==> config.mk <==
export PLATFORM = sky130hd
export DESIGN_NAME = cvafs_top
export DESIGN_NICKNAME = d
export VERILOG_FILES = /design/src/shared/cvafs_pkg.sv /design/src/verilog/cvafs_fifo.sv /design/src/verilog/cvafs_top.sv
export SDC_FILE = /design/constraint.sdc
export NUM_CORES = 2
export LEC_CHECK = 0
export BUFFER_PORTS_ARGS = -buffer_cell sky130_fd_sc_hd__buf_2
export CAP_MARGIN = 0
export CORE_UTILIZATION = 34
export CTS_BUF_LIST = sky130_fd_sc_hd__clkbuf_8
export DETAILED_ROUTE_END_ITERATION = 10
export PLACE_DENSITY = 0.53
export RECOVER_POWER = 100
export REMOVE_ABC_BUFFERS = 1
export SETUP_SLACK_MARGIN = 0.02
export SLEW_MARGIN = 5
export SYNTH_ARGS = -nofsm -noshare
export SYNTH_HDL_FRONTEND = slang
export SYNTH_HIERARCHICAL = 1
export SYNTH_SLANG_ARGS = --single-unit
==> constraint.sdc <==
create_clock -name i_clk_sys -period 7.6 [get_ports i_clk_sys]
set_input_delay 0.38 -clock i_clk_sys [delete_from_list [all_inputs] [get_ports i_clk_sys]]
set_output_delay 0.38 -clock i_clk_sys [all_outputs]
set_load 0.01 [all_outputs]
==> src/shared/cvafs_pkg.sv <==
// Constants for the component video adjust and fast switch block
package cvafs_pkg;
  // ==========================================================
  // Register subaddresses
  localparam logic [7:0] ADDR_CTRL = 8'h29;
  localparam logic [7:0] ADDR_BRI  = 8'h2a;
  localparam logic [7:0] ADDR_CON  = 8'h2b;
  localparam logic [7:0] ADDR_SAT  = 8'h2c;
  // ==========================================================
  // Control register field positions
  localparam int CTRL_SW_EN_BIT = 7;
  localparam int CTRL_POL_BIT   = 6;
  localparam int CTRL_FSWDL_LSB = 4;
  localparam int CTRL_PEAK_BIT  = 3;
  localparam int CTRL_CPDL_LSB  = 0;
  // ==========================================================
  // Reset values
  localparam logic [7:0] RST_CTRL = 8'h00;
  localparam logic [7:0] RST_BRI  = 8'h80;
  localparam logic [7:0] RST_CON  = 8'h40;
  localparam logic [7:0] RST_SAT  = 8'h40;
  // ==========================================================
  // Arithmetic and alignment
  localparam int         GAIN_SHIFT  = 6;
  localparam logic [7:0] BRI_NOMINAL = 8'h80;
  localparam logic [7:0] CHROMA_ZERO = 8'h80;
  localparam int         PEAK_SHIFT  = 4;
  localparam int         LINE_DEPTH  = 32;
  localparam int         BASE_TAP    = 18;
  localparam int         FIFO_DEPTH  = 4;
endpackage

==> src/verilog/cvafs_fifo.sv <==
// Small pixel FIFO with valid and ready on both sides
`timescale 1ns/10ps
module cvafs_fifo #(
  parameter int WIDTH = 33,
  parameter int DEPTH = 4
) (
  input  wire logic             i_clk_sys,
  input  wire logic             i_reset,
  input  wire logic             i_in_valid,
  output logic                  o_in_ready,
  input  wire logic [WIDTH-1:0] i_in_data,
  output logic                  o_out_valid,
  input  wire logic             i_out_ready,
  output logic      [WIDTH-1:0] o_out_data
);
  localparam int AW = (DEPTH > 1) ? $clog2(DEPTH) : 1;

  if (DEPTH < 2 || (DEPTH & (DEPTH - 1)) != 0 || WIDTH < 1) begin : g_bad_cfg
    $error("cvafs_fifo: DEPTH must be a power of two >= 2");
  end

  logic [WIDTH-1:0] mem_r [DEPTH];
  logic [AW-1:0]    wr_r, wr_nxt, rd_r, rd_nxt;
  logic [AW:0]      cnt_r, cnt_nxt;
  logic             rdy_r, rdy_nxt;
  logic             push, pop;

  // ==========================================================
  // Pointer and count
  always_comb begin
    push    = i_in_valid && rdy_r;
    pop     = (cnt_r != '0) && i_out_ready;
    wr_nxt  = push ? AW'(wr_r + 1'b1) : wr_r;
    rd_nxt  = pop ? AW'(rd_r + 1'b1) : rd_r;
    cnt_nxt = cnt_r;
    if (push && !pop) begin
      cnt_nxt = (AW+1)'(cnt_r + 1'b1);
    end else if (pop && !push) begin
      cnt_nxt = (AW+1)'(cnt_r - 1'b1);
    end
    // Registered ready keeps the source path short; costs no space
    rdy_nxt = (cnt_nxt != (AW+1)'(DEPTH));
  end

  always_ff @(posedge i_clk_sys) begin
    if (i_reset) begin
      wr_r  <= '0;
      rd_r  <= '0;
      cnt_r <= '0;
      rdy_r <= 1'b0;
    end else begin
      wr_r  <= wr_nxt;
      rd_r  <= rd_nxt;
      cnt_r <= cnt_nxt;
      rdy_r <= rdy_nxt;
    end
  end

  always_ff @(posedge i_clk_sys) begin
    if (push) begin
      mem_r[wr_r] <= i_in_data;
    end
  end

  assign o_in_ready  = rdy_r;
  assign o_out_valid = (cnt_r != '0);
  assign o_out_data  = mem_r[rd_r];
endmodule // cvafs_fifo

==> src/verilog/cvafs_top.sv <==
// Component video delay, fast switch and luma/chroma adjust
//
// Contract
// - With switching enabled each output pixel follows the select input.
// - Polarity 0 maps select low to composite, 1 inverts that mapping.
// - With switching disabled the polarity bit statically picks the source.
// - A 2-bit code delays the select by 0, +1, -2 or -1 pixels.
// - The peaking bit adds a small luma boost around 5 MHz, else none.
// - A 3-bit code shifts component video in 4-pixel steps, -16 to +12.
// - Brightness adds an unsigned offset where 128 is nominal.
// - Contrast is a signed gain in 1/64 steps, 64 being unity.
// - Saturation is a signed chroma gain in 1/64 steps, 64 being unity.
`timescale 1ns/10ps
module cvafs_top #(
  parameter int FIFO_DEPTH = cvafs_pkg::FIFO_DEPTH
) (
  input  wire logic       i_clk_sys,
  input  wire logic       i_reset,
  input  wire logic [7:0] i_reg_addr,
  input  wire logic       i_reg_wr,
  input  wire logic [7:0] i_reg_wdata,
  output logic      [7:0] o_reg_rdata,
  input  wire logic       i_pix_valid,
  output logic            o_pix_ready,
  input  wire logic [7:0] i_cvbs_y,
  input  wire logic [7:0] i_cvbs_c,
  input  wire logic [7:0] i_comp_y,
  input  wire logic [7:0] i_comp_c,
  input  wire logic       i_pixel_source_select_input,
  output logic            o_pix_valid,
  input  wire logic       i_out_ready,
  output logic      [7:0] o_pix_y,
  output logic      [7:0] o_pix_c,
  output logic            o_pix_src
);
  localparam int DEPTH = cvafs_pkg::LINE_DEPTH;
  localparam int BASE  = cvafs_pkg::BASE_TAP;
  localparam int WW    = 33;

  if (FIFO_DEPTH < 2) begin : g_bad_depth
    $error("cvafs_top: FIFO_DEPTH must be at least 2");
  end

  // ==========================================================
  // Register file
  logic [7:0] ctrl_r, ctrl_nxt, bri_r, bri_nxt;
  logic [7:0] con_r, con_nxt, sat_r, sat_nxt, rdata_r, rdata_nxt;

  always_comb begin
    ctrl_nxt = ctrl_r;
    bri_nxt  = bri_r;
    con_nxt  = con_r;
    sat_nxt  = sat_r;
    if (i_reg_wr) begin
      case (i_reg_addr)
        cvafs_pkg::ADDR_CTRL: ctrl_nxt = i_reg_wdata;
        cvafs_pkg::ADDR_BRI:  bri_nxt  = i_reg_wdata;
        cvafs_pkg::ADDR_CON:  con_nxt  = i_reg_wdata;
        cvafs_pkg::ADDR_SAT:  sat_nxt  = i_reg_wdata;
        default: ;
      endcase
    end
    case (i_reg_addr)
      cvafs_pkg::ADDR_CTRL: rdata_nxt = ctrl_r;
      cvafs_pkg::ADDR_BRI:  rdata_nxt = bri_r;
      cvafs_pkg::ADDR_CON:  rdata_nxt = con_r;
      cvafs_pkg::ADDR_SAT:  rdata_nxt = sat_r;
      default:              rdata_nxt = 8'h00;
    endcase
  end

  always_ff @(posedge i_clk_sys) begin
    if (i_reset) begin
      ctrl_r  <= cvafs_pkg::RST_CTRL;
      bri_r   <= cvafs_pkg::RST_BRI;
      con_r   <= cvafs_pkg::RST_CON;
      sat_r   <= cvafs_pkg::RST_SAT;
      rdata_r <= 8'h00;
    end else begin
      ctrl_r  <= ctrl_nxt;
      bri_r   <= bri_nxt;
      con_r   <= con_nxt;
      sat_r   <= sat_nxt;
      rdata_r <= rdata_nxt;
    end
  end

  logic       sw_en, pol, peak_en;
  logic [1:0] fswdl;
  logic [2:0] cpdl;
  assign sw_en   = ctrl_r[cvafs_pkg::CTRL_SW_EN_BIT];
  assign pol     = ctrl_r[cvafs_pkg::CTRL_POL_BIT];
  assign peak_en = ctrl_r[cvafs_pkg::CTRL_PEAK_BIT];
  assign fswdl   = ctrl_r[cvafs_pkg::CTRL_FSWDL_LSB +: 2];
  assign cpdl    = ctrl_r[cvafs_pkg::CTRL_CPDL_LSB +: 3];

  // ==========================================================
  // Input FIFO
  logic [WW-1:0] fifo_dout;
  logic          fifo_valid, adv, pop;
  logic          out_valid_r, out_valid_nxt, s1_valid_r, s1_valid_nxt;

  // Whole pipeline stalls together; back-pressure reaches the FIFO
  assign adv = !out_valid_r || i_out_ready;
  assign pop = adv && fifo_valid;

  cvafs_fifo #(
    .WIDTH (WW),
    .DEPTH (FIFO_DEPTH)
  ) u_fifo (
    .i_clk_sys   (i_clk_sys),
    .i_reset     (i_reset),
    .i_in_valid  (i_pix_valid),
    .o_in_ready  (o_pix_ready),
    .i_in_data   ({i_pixel_source_select_input, i_comp_c, i_comp_y,
                   i_cvbs_c, i_cvbs_y}),
    .o_out_valid (fifo_valid),
    .i_out_ready (adv),
    .o_out_data  (fifo_dout)
  );

  // ==========================================================
  // Delay lines, index 0 newest
  logic [7:0]  ly_r [DEPTH];
  logic [7:0]  ly_nxt [DEPTH];
  logic [7:0]  lc_r [DEPTH];
  logic [7:0]  lc_nxt [DEPTH];
  logic        lf_r [DEPTH];
  logic        lf_nxt [DEPTH];
  logic [15:0] lv_r [BASE+1];
  logic [15:0] lv_nxt [BASE+1];

  genvar gi;
  generate
    for (gi = 0; gi < DEPTH; gi++) begin : g_line
      if (gi == 0) begin : g_head
        assign ly_nxt[gi] = pop ? fifo_dout[23:16] : ly_r[gi];
        assign lc_nxt[gi] = pop ? fifo_dout[31:24] : lc_r[gi];
        assign lf_nxt[gi] = pop ? fifo_dout[32] : lf_r[gi];
      end else begin : g_tail
        assign ly_nxt[gi] = pop ? ly_r[gi-1] : ly_r[gi];
        assign lc_nxt[gi] = pop ? lc_r[gi-1] : lc_r[gi];
        assign lf_nxt[gi] = pop ? lf_r[gi-1] : lf_r[gi];
      end
      if (gi <= BASE) begin : g_cvbs
        if (gi == 0) begin : g_vh
          assign lv_nxt[gi] = pop ? fifo_dout[15:0] : lv_r[gi];
        end else begin : g_vt
          assign lv_nxt[gi] = pop ? lv_r[gi-1] : lv_r[gi];
        end
      end
      always_ff @(posedge i_clk_sys) begin
        if (i_reset) begin
          ly_r[gi] <= 8'h00;
          lc_r[gi] <= cvafs_pkg::CHROMA_ZERO;
          lf_r[gi] <= 1'b0;
        end else begin
          ly_r[gi] <= ly_nxt[gi];
          lc_r[gi] <= lc_nxt[gi];
          lf_r[gi] <= lf_nxt[gi];
        end
      end
      if (gi <= BASE) begin : g_cvff
        always_ff @(posedge i_clk_sys) begin
          if (i_reset) begin
            lv_r[gi] <= {cvafs_pkg::CHROMA_ZERO, 8'h00};
          end else begin
            lv_r[gi] <= lv_nxt[gi];
          end
        end
      end
    end
  endgenerate

  // ==========================================================
  // Tap selection and peaking
  logic signed [6:0]  comp_off;
  logic        [4:0]  comp_tap, fsw_tap;
  logic signed [11:0] hp, pk;
  logic        [7:0]  ty, s1_y_nxt;

  always_comb begin
    comp_off = {{2{cpdl[2]}}, cpdl, 2'b00};
    comp_tap = 5'(7'(BASE) + comp_off);
    fsw_tap  = 5'(comp_tap + {{3{fswdl[1]}}, fswdl});
    ty       = ly_nxt[comp_tap];
    hp = 12'(2 * $signed({4'h0, ty}))
       - $signed({4'h0, ly_nxt[comp_tap - 5'd1]})
       - $signed({4'h0, ly_nxt[comp_tap + 5'd1]});
    pk = $signed({4'h0, ty}) + (hp >>> cvafs_pkg::PEAK_SHIFT);
    if (!peak_en) begin
      s1_y_nxt = ty;
    end else if (pk < 0) begin
      s1_y_nxt = 8'h00;
    end else if (pk > 255) begin
      s1_y_nxt = 8'hff;
    end else begin
      s1_y_nxt = pk[7:0];
    end
  end

  logic [7:0]  s1_y_r, s1_c_r;
  logic [15:0] s1_v_r;
  logic        s1_f_r;

  always_comb begin
    s1_valid_nxt  = adv ? pop : s1_valid_r;
    out_valid_nxt = adv ? s1_valid_r : out_valid_r;
  end

  always_ff @(posedge i_clk_sys) begin
    if (i_reset) begin
      s1_valid_r <= 1'b0;
      s1_y_r     <= 8'h00;
      s1_c_r     <= cvafs_pkg::CHROMA_ZERO;
      s1_v_r     <= {cvafs_pkg::CHROMA_ZERO, 8'h00};
      s1_f_r     <= 1'b0;
    end else begin
      s1_valid_r <= s1_valid_nxt;
      if (adv) begin
        s1_y_r <= s1_y_nxt;
        s1_c_r <= lc_nxt[comp_tap];
        s1_v_r <= lv_nxt[BASE];
        s1_f_r <= lf_nxt[fsw_tap];
      end
    end
  end

  // ==========================================================
  // Gains, offset, clipping and source select
  logic signed [16:0] yp, cp;
  logic signed [11:0] ys, cs;
  logic        [7:0]  y_adj, c_adj, oy_nxt, oc_nxt;
  logic               src_nxt;
  logic        [7:0]  oy_r, oc_r;
  logic               src_r;

  always_comb begin
    yp = $signed({1'b0, s1_y_r}) * $signed(con_r);
    ys = 12'(yp >>> cvafs_pkg::GAIN_SHIFT)
       + $signed({4'h0, bri_r}) - $signed({4'h0, cvafs_pkg::BRI_NOMINAL});
    if (ys < 0) y_adj = 8'h00;
    else if (ys > 255) y_adj = 8'hff;
    else y_adj = ys[7:0];
    cp = ($signed({1'b0, s1_c_r}) - $signed({1'b0, cvafs_pkg::CHROMA_ZERO}))
       * $signed(sat_r);
    cs = 12'(cp >>> cvafs_pkg::GAIN_SHIFT)
       + $signed({4'h0, cvafs_pkg::CHROMA_ZERO});
    if (cs < 0) c_adj = 8'h00;
    else if (cs > 255) c_adj = 8'hff;
    else c_adj = cs[7:0];
    // Async sources still switch; tearing is the system's concern
    if (sw_en) src_nxt = s1_f_r ^ pol;
    else       src_nxt = pol;
    oy_nxt = src_nxt ? y_adj : s1_v_r[7:0];
    oc_nxt = src_nxt ? c_adj : s1_v_r[15:8];
  end

  always_ff @(posedge i_clk_sys) begin
    if (i_reset) begin
      out_valid_r <= 1'b0;
      oy_r        <= 8'h00;
      oc_r        <= cvafs_pkg::CHROMA_ZERO;
      src_r       <= 1'b0;
    end else begin
      out_valid_r <= out_valid_nxt;
      if (adv) begin
        oy_r  <= oy_nxt;
        oc_r  <= oc_nxt;
        src_r <= src_nxt;
      end
    end
  end

  assign o_reg_rdata = rdata_r;
  assign o_pix_valid = out_valid_r;
  assign o_pix_y     = oy_r;
  assign o_pix_c     = oc_r;
  assign o_pix_src   = src_r;

  // ==========================================================
  // Assertions
  logic step;
  assign step = adv && s1_valid_r;
endmodule // cvafs_top
# After elaboration in Yosys (flattened, before gate mapping)
# Memory sizes are Yosys's and may differ from the RTL's. A register that Yosys moved wholly into a read port is not among the register bits.
# Cells that the tools add are included.
[word_totals] ff_bits=100 latchBits=0 ram_bits=980 rom_bits=0 in_bits=54 elab_cells=453 n_memories=5
[memory_table] memory="lv_r" depth=19 width=16 rd=19 rd_ports_with_merged_regs=0 wr=19 line_no="cvafs_top.sv:130" source="logic [15:0] lv_r [BASE+1];"
[memory_table] memory="lc_r" depth=32 width=8 rd=32 rd_ports_with_merged_regs=0 wr=32 line_no="cvafs_top.sv:126" source="logic [7:0] lc_r [DEPTH];"
[memory_table] memory="ly_r" depth=32 width=8 rd=32 rd_ports_with_merged_regs=0 wr=32 line_no="cvafs_top.sv:124" source="logic [7:0] ly_r [DEPTH];"
[memory_table] memory="u_fifo.mem_r" depth=4 width=33 rd=1 rd_ports_with_merged_regs=1 wr=1 line_no="cvafs_fifo.sv:22" source="logic [WIDTH-1:0] mem_r [DEPTH];"
[memory_table] memory="lf_r" depth=32 width=1 rd=32 rd_ports_with_merged_regs=0 wr=32 line_no="cvafs_top.sv:128" source="logic lf_r [DEPTH];"
[op_classes] add_sub_neg=15 multipliers=2 div=0 n_lt_le_gt_ge=10 eq_ne=5 shift=0 mux=265 bitwise=120 reduce_logical=13
[ops] operator="$mux W8" count=145
[ops] operator="$mux W16" count=38
[ops] operator="$bmux W8 S5" count=4
[ops] operator="$or A1 B1 Y1" count=115
[ops] operator="$mux W1" count=72
[ops] operator="$mul A9 B8 Y17" count=2
[ops] operator="$eq A8 B6 Y1 const B" count=4
[ops] operator="$pmux W8 S4" count=1
[ops] operator="$ge A6 B6 Y1 const B" count=4
[ops] operator="$gt A12 B9 Y1 const B" count=2
[ops] operator="$lt A12 B1 Y1 const B" count=2
[ops] operator="$not A5 Y6" count=4
[ops] operator="$add A11 B9 Y12" count=1
[ops] operator="$add A11 B9 Y12 const B" count=1
[ops] operator="$sub A12 B9 Y12 const B" count=1
[ops] operator="$sub A10 B9 Y11" count=1
[ops] operator="$add A9 B7 Y10" count=1
[ops] operator="$gt A10 B9 Y1 const B" count=1
[ops] operator="$lt A10 B1 Y1 const B" count=1
[ops] operator="$sub A9 B8 Y10" count=1
[ops] operator="$sub A8 B8 Y9 const B" count=1
[ops] operator="$reduce_and A2 Y1" count=4
[ops] operator="$mux W3" count=2
[ops] operator="$add A5 B1 Y5 const B" count=1
[ops] operator="14 further kinds" count=21

# Longest topological paths before layout
[logic_depth] ltp_word=14 depth_mapped=37 mapped_depth_nobuf=31

# Cells and area by module
# The synthesis kept the hierarchy.
[by_module_without_submodules] mod="cvafs_top" instances=1 cells_per_inst=4787 area_per_inst_um2=41416.0 seq_area_each_um2=18657.9
[by_module_without_submodules] mod="cvafs_fifo" instances=1 cells_per_inst=238 area_per_inst_um2=5330.1 seq_area_each_um2=4164.0

# Worst setup path before layout
# Ideal clock, no wire load.
[synth_path] path_kind="register -> register" from="register u_fifo.cnt_r[0]" to="register s1_y_r[2]" t_arrival_ns=7.366 t_required_ns=7.526 slack_ns=0.159 path_stages_with_launch=34 n_path_buf=7 path_cell_list="dfxtp_1 -> inv_1 -> ha_1 -> nand2b_4 -> buf_6 -> nand2_4 -> buf_2 -> clkbuf_1 -> buf_2 -> buf_2 -> buf_2 -> clkbuf_1 -> mux2i_1 -> mux4_2 -> nand2_1 -> nand2_1 -> ha_1 -> nand2_1 -> o31a_1 -> xnor2_1 -> ha_1 -> a21o_1 -> a21o_1 -> a21o_1 -> a41oi_1 -> nand4_1 -> xor2_1 -> ha_1 -> nand2_1 -> o21ai_0 -> a311oi_2 -> a2111o_1 -> mux2_4 -> a31oi_2"
[synth_between] elab_chain_cells=13 word_cells_on_any_way=51 classes_between="3 x add/sub; 2 x order compare; 44 x mux; 2 x reduce/logical"
[synth_rtl] item="from (decl)" line_no="cvafs_fifo.sv:24" source="logic [AW:0] cnt_r, cnt_nxt;"
[synth_rtl] item="from (signal assigned)" line_no="cvafs_fifo.sv:54" source="cnt_r <= cnt_nxt;"
[synth_rtl] item="$reduce_bool A3 Y1 *" line_no="cvafs_fifo.sv:66" source="assign o_out_valid = (cnt_r != '0);"
[synth_rtl] item="via fifo_valid" line_no="cvafs_top.sv:100" source="logic fifo_valid, adv, pop;"
[synth_rtl] item="$logic_and A1 B1 Y1 *" line_no="cvafs_top.sv:105" source="assign pop = adv && fifo_valid;"
[synth_rtl] item="$mux W8, on equally long branches" line_no="cvafs_top.sv:141, cvafs_top.sv:137"
[synth_rtl] item="$bmux W8 S5, on equally long branches" line_no="cvafs_top.sv:188, cvafs_top.sv:186"
[synth_rtl] item="$mux W8, on equally long branches (2 in series)" line_no="cvafs_top.sv:188, cvafs_top.sv:186"
[synth_rtl] item="$sub A9 B8 Y10" line_no="cvafs_top.sv:188" source="- $signed({4'h0, ly_nxt[comp_tap - 5'd1]})"
[synth_rtl] item="$sub A10 B9 Y11" line_no="cvafs_top.sv:189" source="- $signed({4'h0, ly_nxt[comp_tap + 5'd1]});"
[synth_rtl] item="$add A9 B7 Y10" line_no="cvafs_top.sv:190" source="pk = $signed({4'h0, ty}) + (hp >>> cvafs_pkg::PEAK_SHIFT);"
[synth_rtl] item="$gt A10 B9 Y1" line_no="cvafs_top.sv:195" source="end else if (pk > 255) begin"
[synth_rtl] item="$mux W8" line_no="cvafs_top.sv:195"
[synth_rtl] item="$mux W8" line_no="cvafs_top.sv:193" source="end else if (pk < 0) begin"
[synth_rtl] item="$mux W8 *" line_no="cvafs_top.sv:191" source="if (!peak_en) begin"
[synth_rtl] item="to (signal assigned)" line_no="cvafs_top.sv:221" source="s1_y_r <= s1_y_nxt;"
[synth_rtl] item="to (decl)" line_no="cvafs_top.sv:202" source="logic [7:0] s1_y_r, s1_c_r;"
# The timed path passes the listed nets; every way through them passes the cells marked *. The select of a mux whose other input is x is not followed.
# A chain may end at the register's enable or synchronous reset.

# Worst setup path after layout
[layout_path] from="register u_fifo.cnt_r[0]" to="register s1_y_r[6]"
# The elaborated chain is that of the path after synthesis.

==> flow_summary.toml <==
[status]
status = "finished with violations"
violations = "capacitance limit, slew limit"

[worst_setup_path]
critPathRequiredTime_ns = 8.38
endpoint_kind = "flip-flop"
cp_max_fo = 129
r2r-start = "u_fifo/cnt_r[0]$_SDFF_PP0_"
critPathKind = "flip-flop to flip-flop"
critPathBufInv = 5
cp_data_arrival_time_ns = 7.75
r2r-end = "s1_y_r[6]$_SDFFE_PP0N_"
reg2reg_slack_ns = 0.63
crit_path_start_kind = "flip-flop"
cpMostUsedCell = "nand2_1"
critPathTopFamily = "compound AO/OA/AOI/OAI gates"
crit_path_top_delay_cell = "clkbuf_4"
max_stage_delay_ns = 0.66
r2r_cells = 26

[synth]
synth-seq-cells = 1074
synth_edf_count = 132
synth_cells = 5025
synth.distinct_cells = 81
async_flop_share_pct = 0
netlist_area_um2 = 46700
post_synth.cell_area_avg_um2 = 9.30
synth.yosys.seq_area_share_pct = 48.8
ys.flop_type = "dfxtp_1"
ys_warn_count = 6

[placement]
dp_slack_ns = 0.645
place_congestion = 0.827
dp_hpwl_um = 64200
io_buffers = 80

[floorplanning]
die_x_um = 373
die_area_um2 = 139000
die_h_um = 373
ios = 81
start_util_pct = 34.4
core.rowCount = 135
core-area_um2 = 136000

[timing]
tns_ns = 0
final-hold-violation-count = 0
finalSetupViolations = 0
setup_slack_ns = 0.633
tightest_slew_ns = 4.16
period_share_pct = 91.7
slew_viol_final = 1055
relSlewSlack_pct = -178
fin_crit_ns = 6.97
fin_skew_ns = 0.0383
rsz0062_at_grt = "no"
max_freq_ghz = 0.144

[cells_and_area]
area_growth_pct = 12.4
fillers = 13700
final_nets = 5329
multi_input_area_um2 = 22000
drive_gt1_share_pct = 9.03
ff_latch_area_um2 = 22800

[routing]
dr.pass1.iters = 5
wl_per_cell_um = 15.1
wirelength_um = 105000
avgViaCountPerCell = 4.80
drc_errors = 0
route.vias.total = 33500
drt_iter0_drc = 2094
postRouteAntennaNets = 0

[clocking]
cts_buffers = 181
clkTransAtPathRegs_ns = 0.06
cts_root_buf = "clkbuf_8"
postCtsHoldBufs = 49
ctsResizeCount = 0
clock_latency_ns = 0.88
clock-sinks = 1074
postCtsSetupBuffers = 0
clk_path_buf_depth = 3
cts_tree = "yes"
htreeDepth = 4

[global_routing]
grt_usage_pct = 15.2
grt_pass1_wl_um = 174000
grt.overflow.total = 0
antenna_found_initial = 4
grt_pass1_vias = 32600
grt_max_degree = 217

[power]
power_leakage_nw = 19.7
p_total_mw = 15.6
pwr_density_cell_nw_per_um2 = 297
ir_drop_mv = 0.446

[worst_hold_path]
hold_path.startpoint = "i_out_ready"
min_to = "s1_valid_r$_SDFFE_PP0N_"
hold_path_class = "input pin to flip-flop"
hold_path_depth = 5

[job]
cap_viol_max_count = 15
-- cells in the final DEF (no fill, tap or decap), types with 9 or more instances in the layout --
| cell | instances |
|---|---|
| xnor2_1 | 39 |
| mux4_2 | 118 |
| nor2_1 | 334 |
| o211ai_1 | 9 |
| buf_2 | 19 |
| fa_1 | 93 |
| buf_4 | 41 |
| mux2i_1 | 262 |
| a211oi_1 | 31 |
| o21ai_0 | 21 |
| nand2_1 | 1368 |
| a21oi_1 | 662 |
| nand3b_1 | 44 |
| and3_1 | 14 |
| inv_1 | 217 |
| clkinv_2 | 10 |
| o21bai_1 | 25 |
| nand2b_1 | 23 |
| a31oi_1 | 9 |
| and2_1 | 74 |
| edfxtp_1 | 132 |
| clkbuf_8 | 222 |
| ha_1 | 121 |
| dfxtp_1 | 938 |
| a22oi_1 | 18 |
| clkbuf_1 | 70 |
| dlygate4sd3_1 | 49 |
| xor2_1 | 20 |
| nand3_1 | 54 |
| a21o_1 | 12 |
-- Yosys cell counts (all sizes together), types with 25 or more instances --
| cell type | number | area share, % |
|---|---|---|
| nand3b | 44 | 0.71 |
| mux4 | 118 | 5.7 |
| nor2 | 334 | 2.7 |
| o21bai | 25 | 0.40 |
| a21oi | 667 | 7.2 |
| nand2 | 1369 | 11 |
| nand3 | 54 | 0.58 |
| buf | 41 | 0.47 |
| dfxtp | 942 | 40 |
| and2 | 77 | 1.0 |
| mux2i | 262 | 5.6 |
| ha | 121 | 3.2 |
| xnor2 | 39 | 0.73 |
| edfxtp | 132 | 8.5 |
| inv | 154 | 1.2 |
| fa | 93 | 4.0 |
| clkbuf | 295 | 2.4 |
| a211oi | 31 | 0.50 |
-- stage by stage --
stage | instance area [um2] | hold WS [ns] | std cells | utilization [%]
3_5_place_dp | 48600 | 0.441 | 6610 | 35.8
4_1_cts | 52700 | 0.0332 | 6973 | 38.8
6_report | 52600 | 0.131 | 6976 | 38.7
5_1_grt | 52600 | 0.0937 | 6976 | 38.7
2_1_floorplan | 45400 | 0.425 | 4689 | -
3_3_place_gp | 48600 | 0.434 | 6610 | 35.8
-- cell type report --
type	instances	area share, %
diodes	3	0.0143
clock inverters	92	1.08
multi-input cells	3458	41.8
clock buffers	222	5.81
well taps	1781	4.24
repair buffers	189	2.47
inverters	157	1.12
flip-flops and latches	1074	43.4
-- kinds of logic after synthesis --
| family | synth area share [%] |
|---|---|
| flip-flops | 48.8 |
| multiplexers | 11.6 |
| AND/OR/NAND/NOR | 17.2 |
| XOR/XNOR | 1.16 |
| AO/OA/AOI/OAI | 9.89 |
| adder cells (fa/ha/maj) | 7.27 |
| buffers and inverters | 4.11 |
-- report_power, final --
| group | switching, mW | leakage, nW | internal [mW] |
|---|---|---|---|
| clock network | 2.33 | 2.10 | 2.80 |
| registers | 0.202 | 8.81 | 6.13 |
| logic | 2.94 | 8.75 | 1.19 |
| total | 5.48 | 19.7 | 10.1 |
-- worst reg2reg max path, stage by stage, from the launching register on --
cell and delay (ns):
dfxtp_1 0.42, inv_1 0.11, ha_1 0.24, nand2b_4 0.13
inv_1 0.12, nor2_1 0.28, buf_12 0.51, clkbuf_4 0.88
mux2i_1 0.20, mux4_2 0.48, nand2_1 0.09, nand2_1 0.07
ha_1 0.33, a21o_1 0.17, a21oi_1 0.25, o22ai_1 0.17
a41oi_1 0.30, nand4_1 0.18, buf_4 0.20, nand2_1 0.15
ha_1 0.30, nand2_1 0.09, o21ai_0 0.13, a311oi_1 0.48
o21ai_0 0.14, mux2_4 0.34, a21oi_1 0.15
-- worst max-delay path by stage --
stage / start / to / slack [ns] / depth (start not counted)
2_1_floorplan: o_pix_valid$_SDFFE_PP0N_ / s1_y_r[2]$_SDFFE_PP0N_ / -4.63 / 24
3_3_place_gp: i_out_ready / s1_y_r[2]$_SDFFE_PP0N_ / 0.74 / 28
3_5_place_dp: i_out_ready / s1_y_r[3]$_SDFFE_PP0N_ / 0.64 / 28
4_1_cts: u_fifo/cnt_r[0]$_SDFF_PP0_ / s1_y_r[3]$_SDFFE_PP0N_ / 0.77 / 28
5_1_grt: u_fifo/cnt_r[0]$_SDFF_PP0_ / s1_y_r[5]$_SDFFE_PP0N_ / 0.15 / 26
6_report: u_fifo/cnt_r[0]$_SDFF_PP0_ / s1_y_r[6]$_SDFFE_PP0N_ / 0.63 / 26
-- sequential cells by signal, summed over array words and instances, names as in the netlist, 2 cells and up, named ones only --
register	cells
lf_r	32
o_pix_c	8
u_fifo/wr_r	2
bri_r	8
lc_r	248
ly_r	256
o_reg_rdata	8
o_pix_y	8
s1_v_r	16
u_fifo/cnt_r	3
u_fifo/rd_r	2
s1_y_r	8
con_r	8
sat_r	8
s1_c_r	8
u_fifo/mem_r	132
ctrl_r	8
lv_r	304
-- metal layers --
metal	global-route usage, %	wire [um]
met5	0	0
met1	21.5	52600
met4	4.74	2020
met2	23.5	47200
met3	2.61	3620
Power figures use the tool's default switching activity.
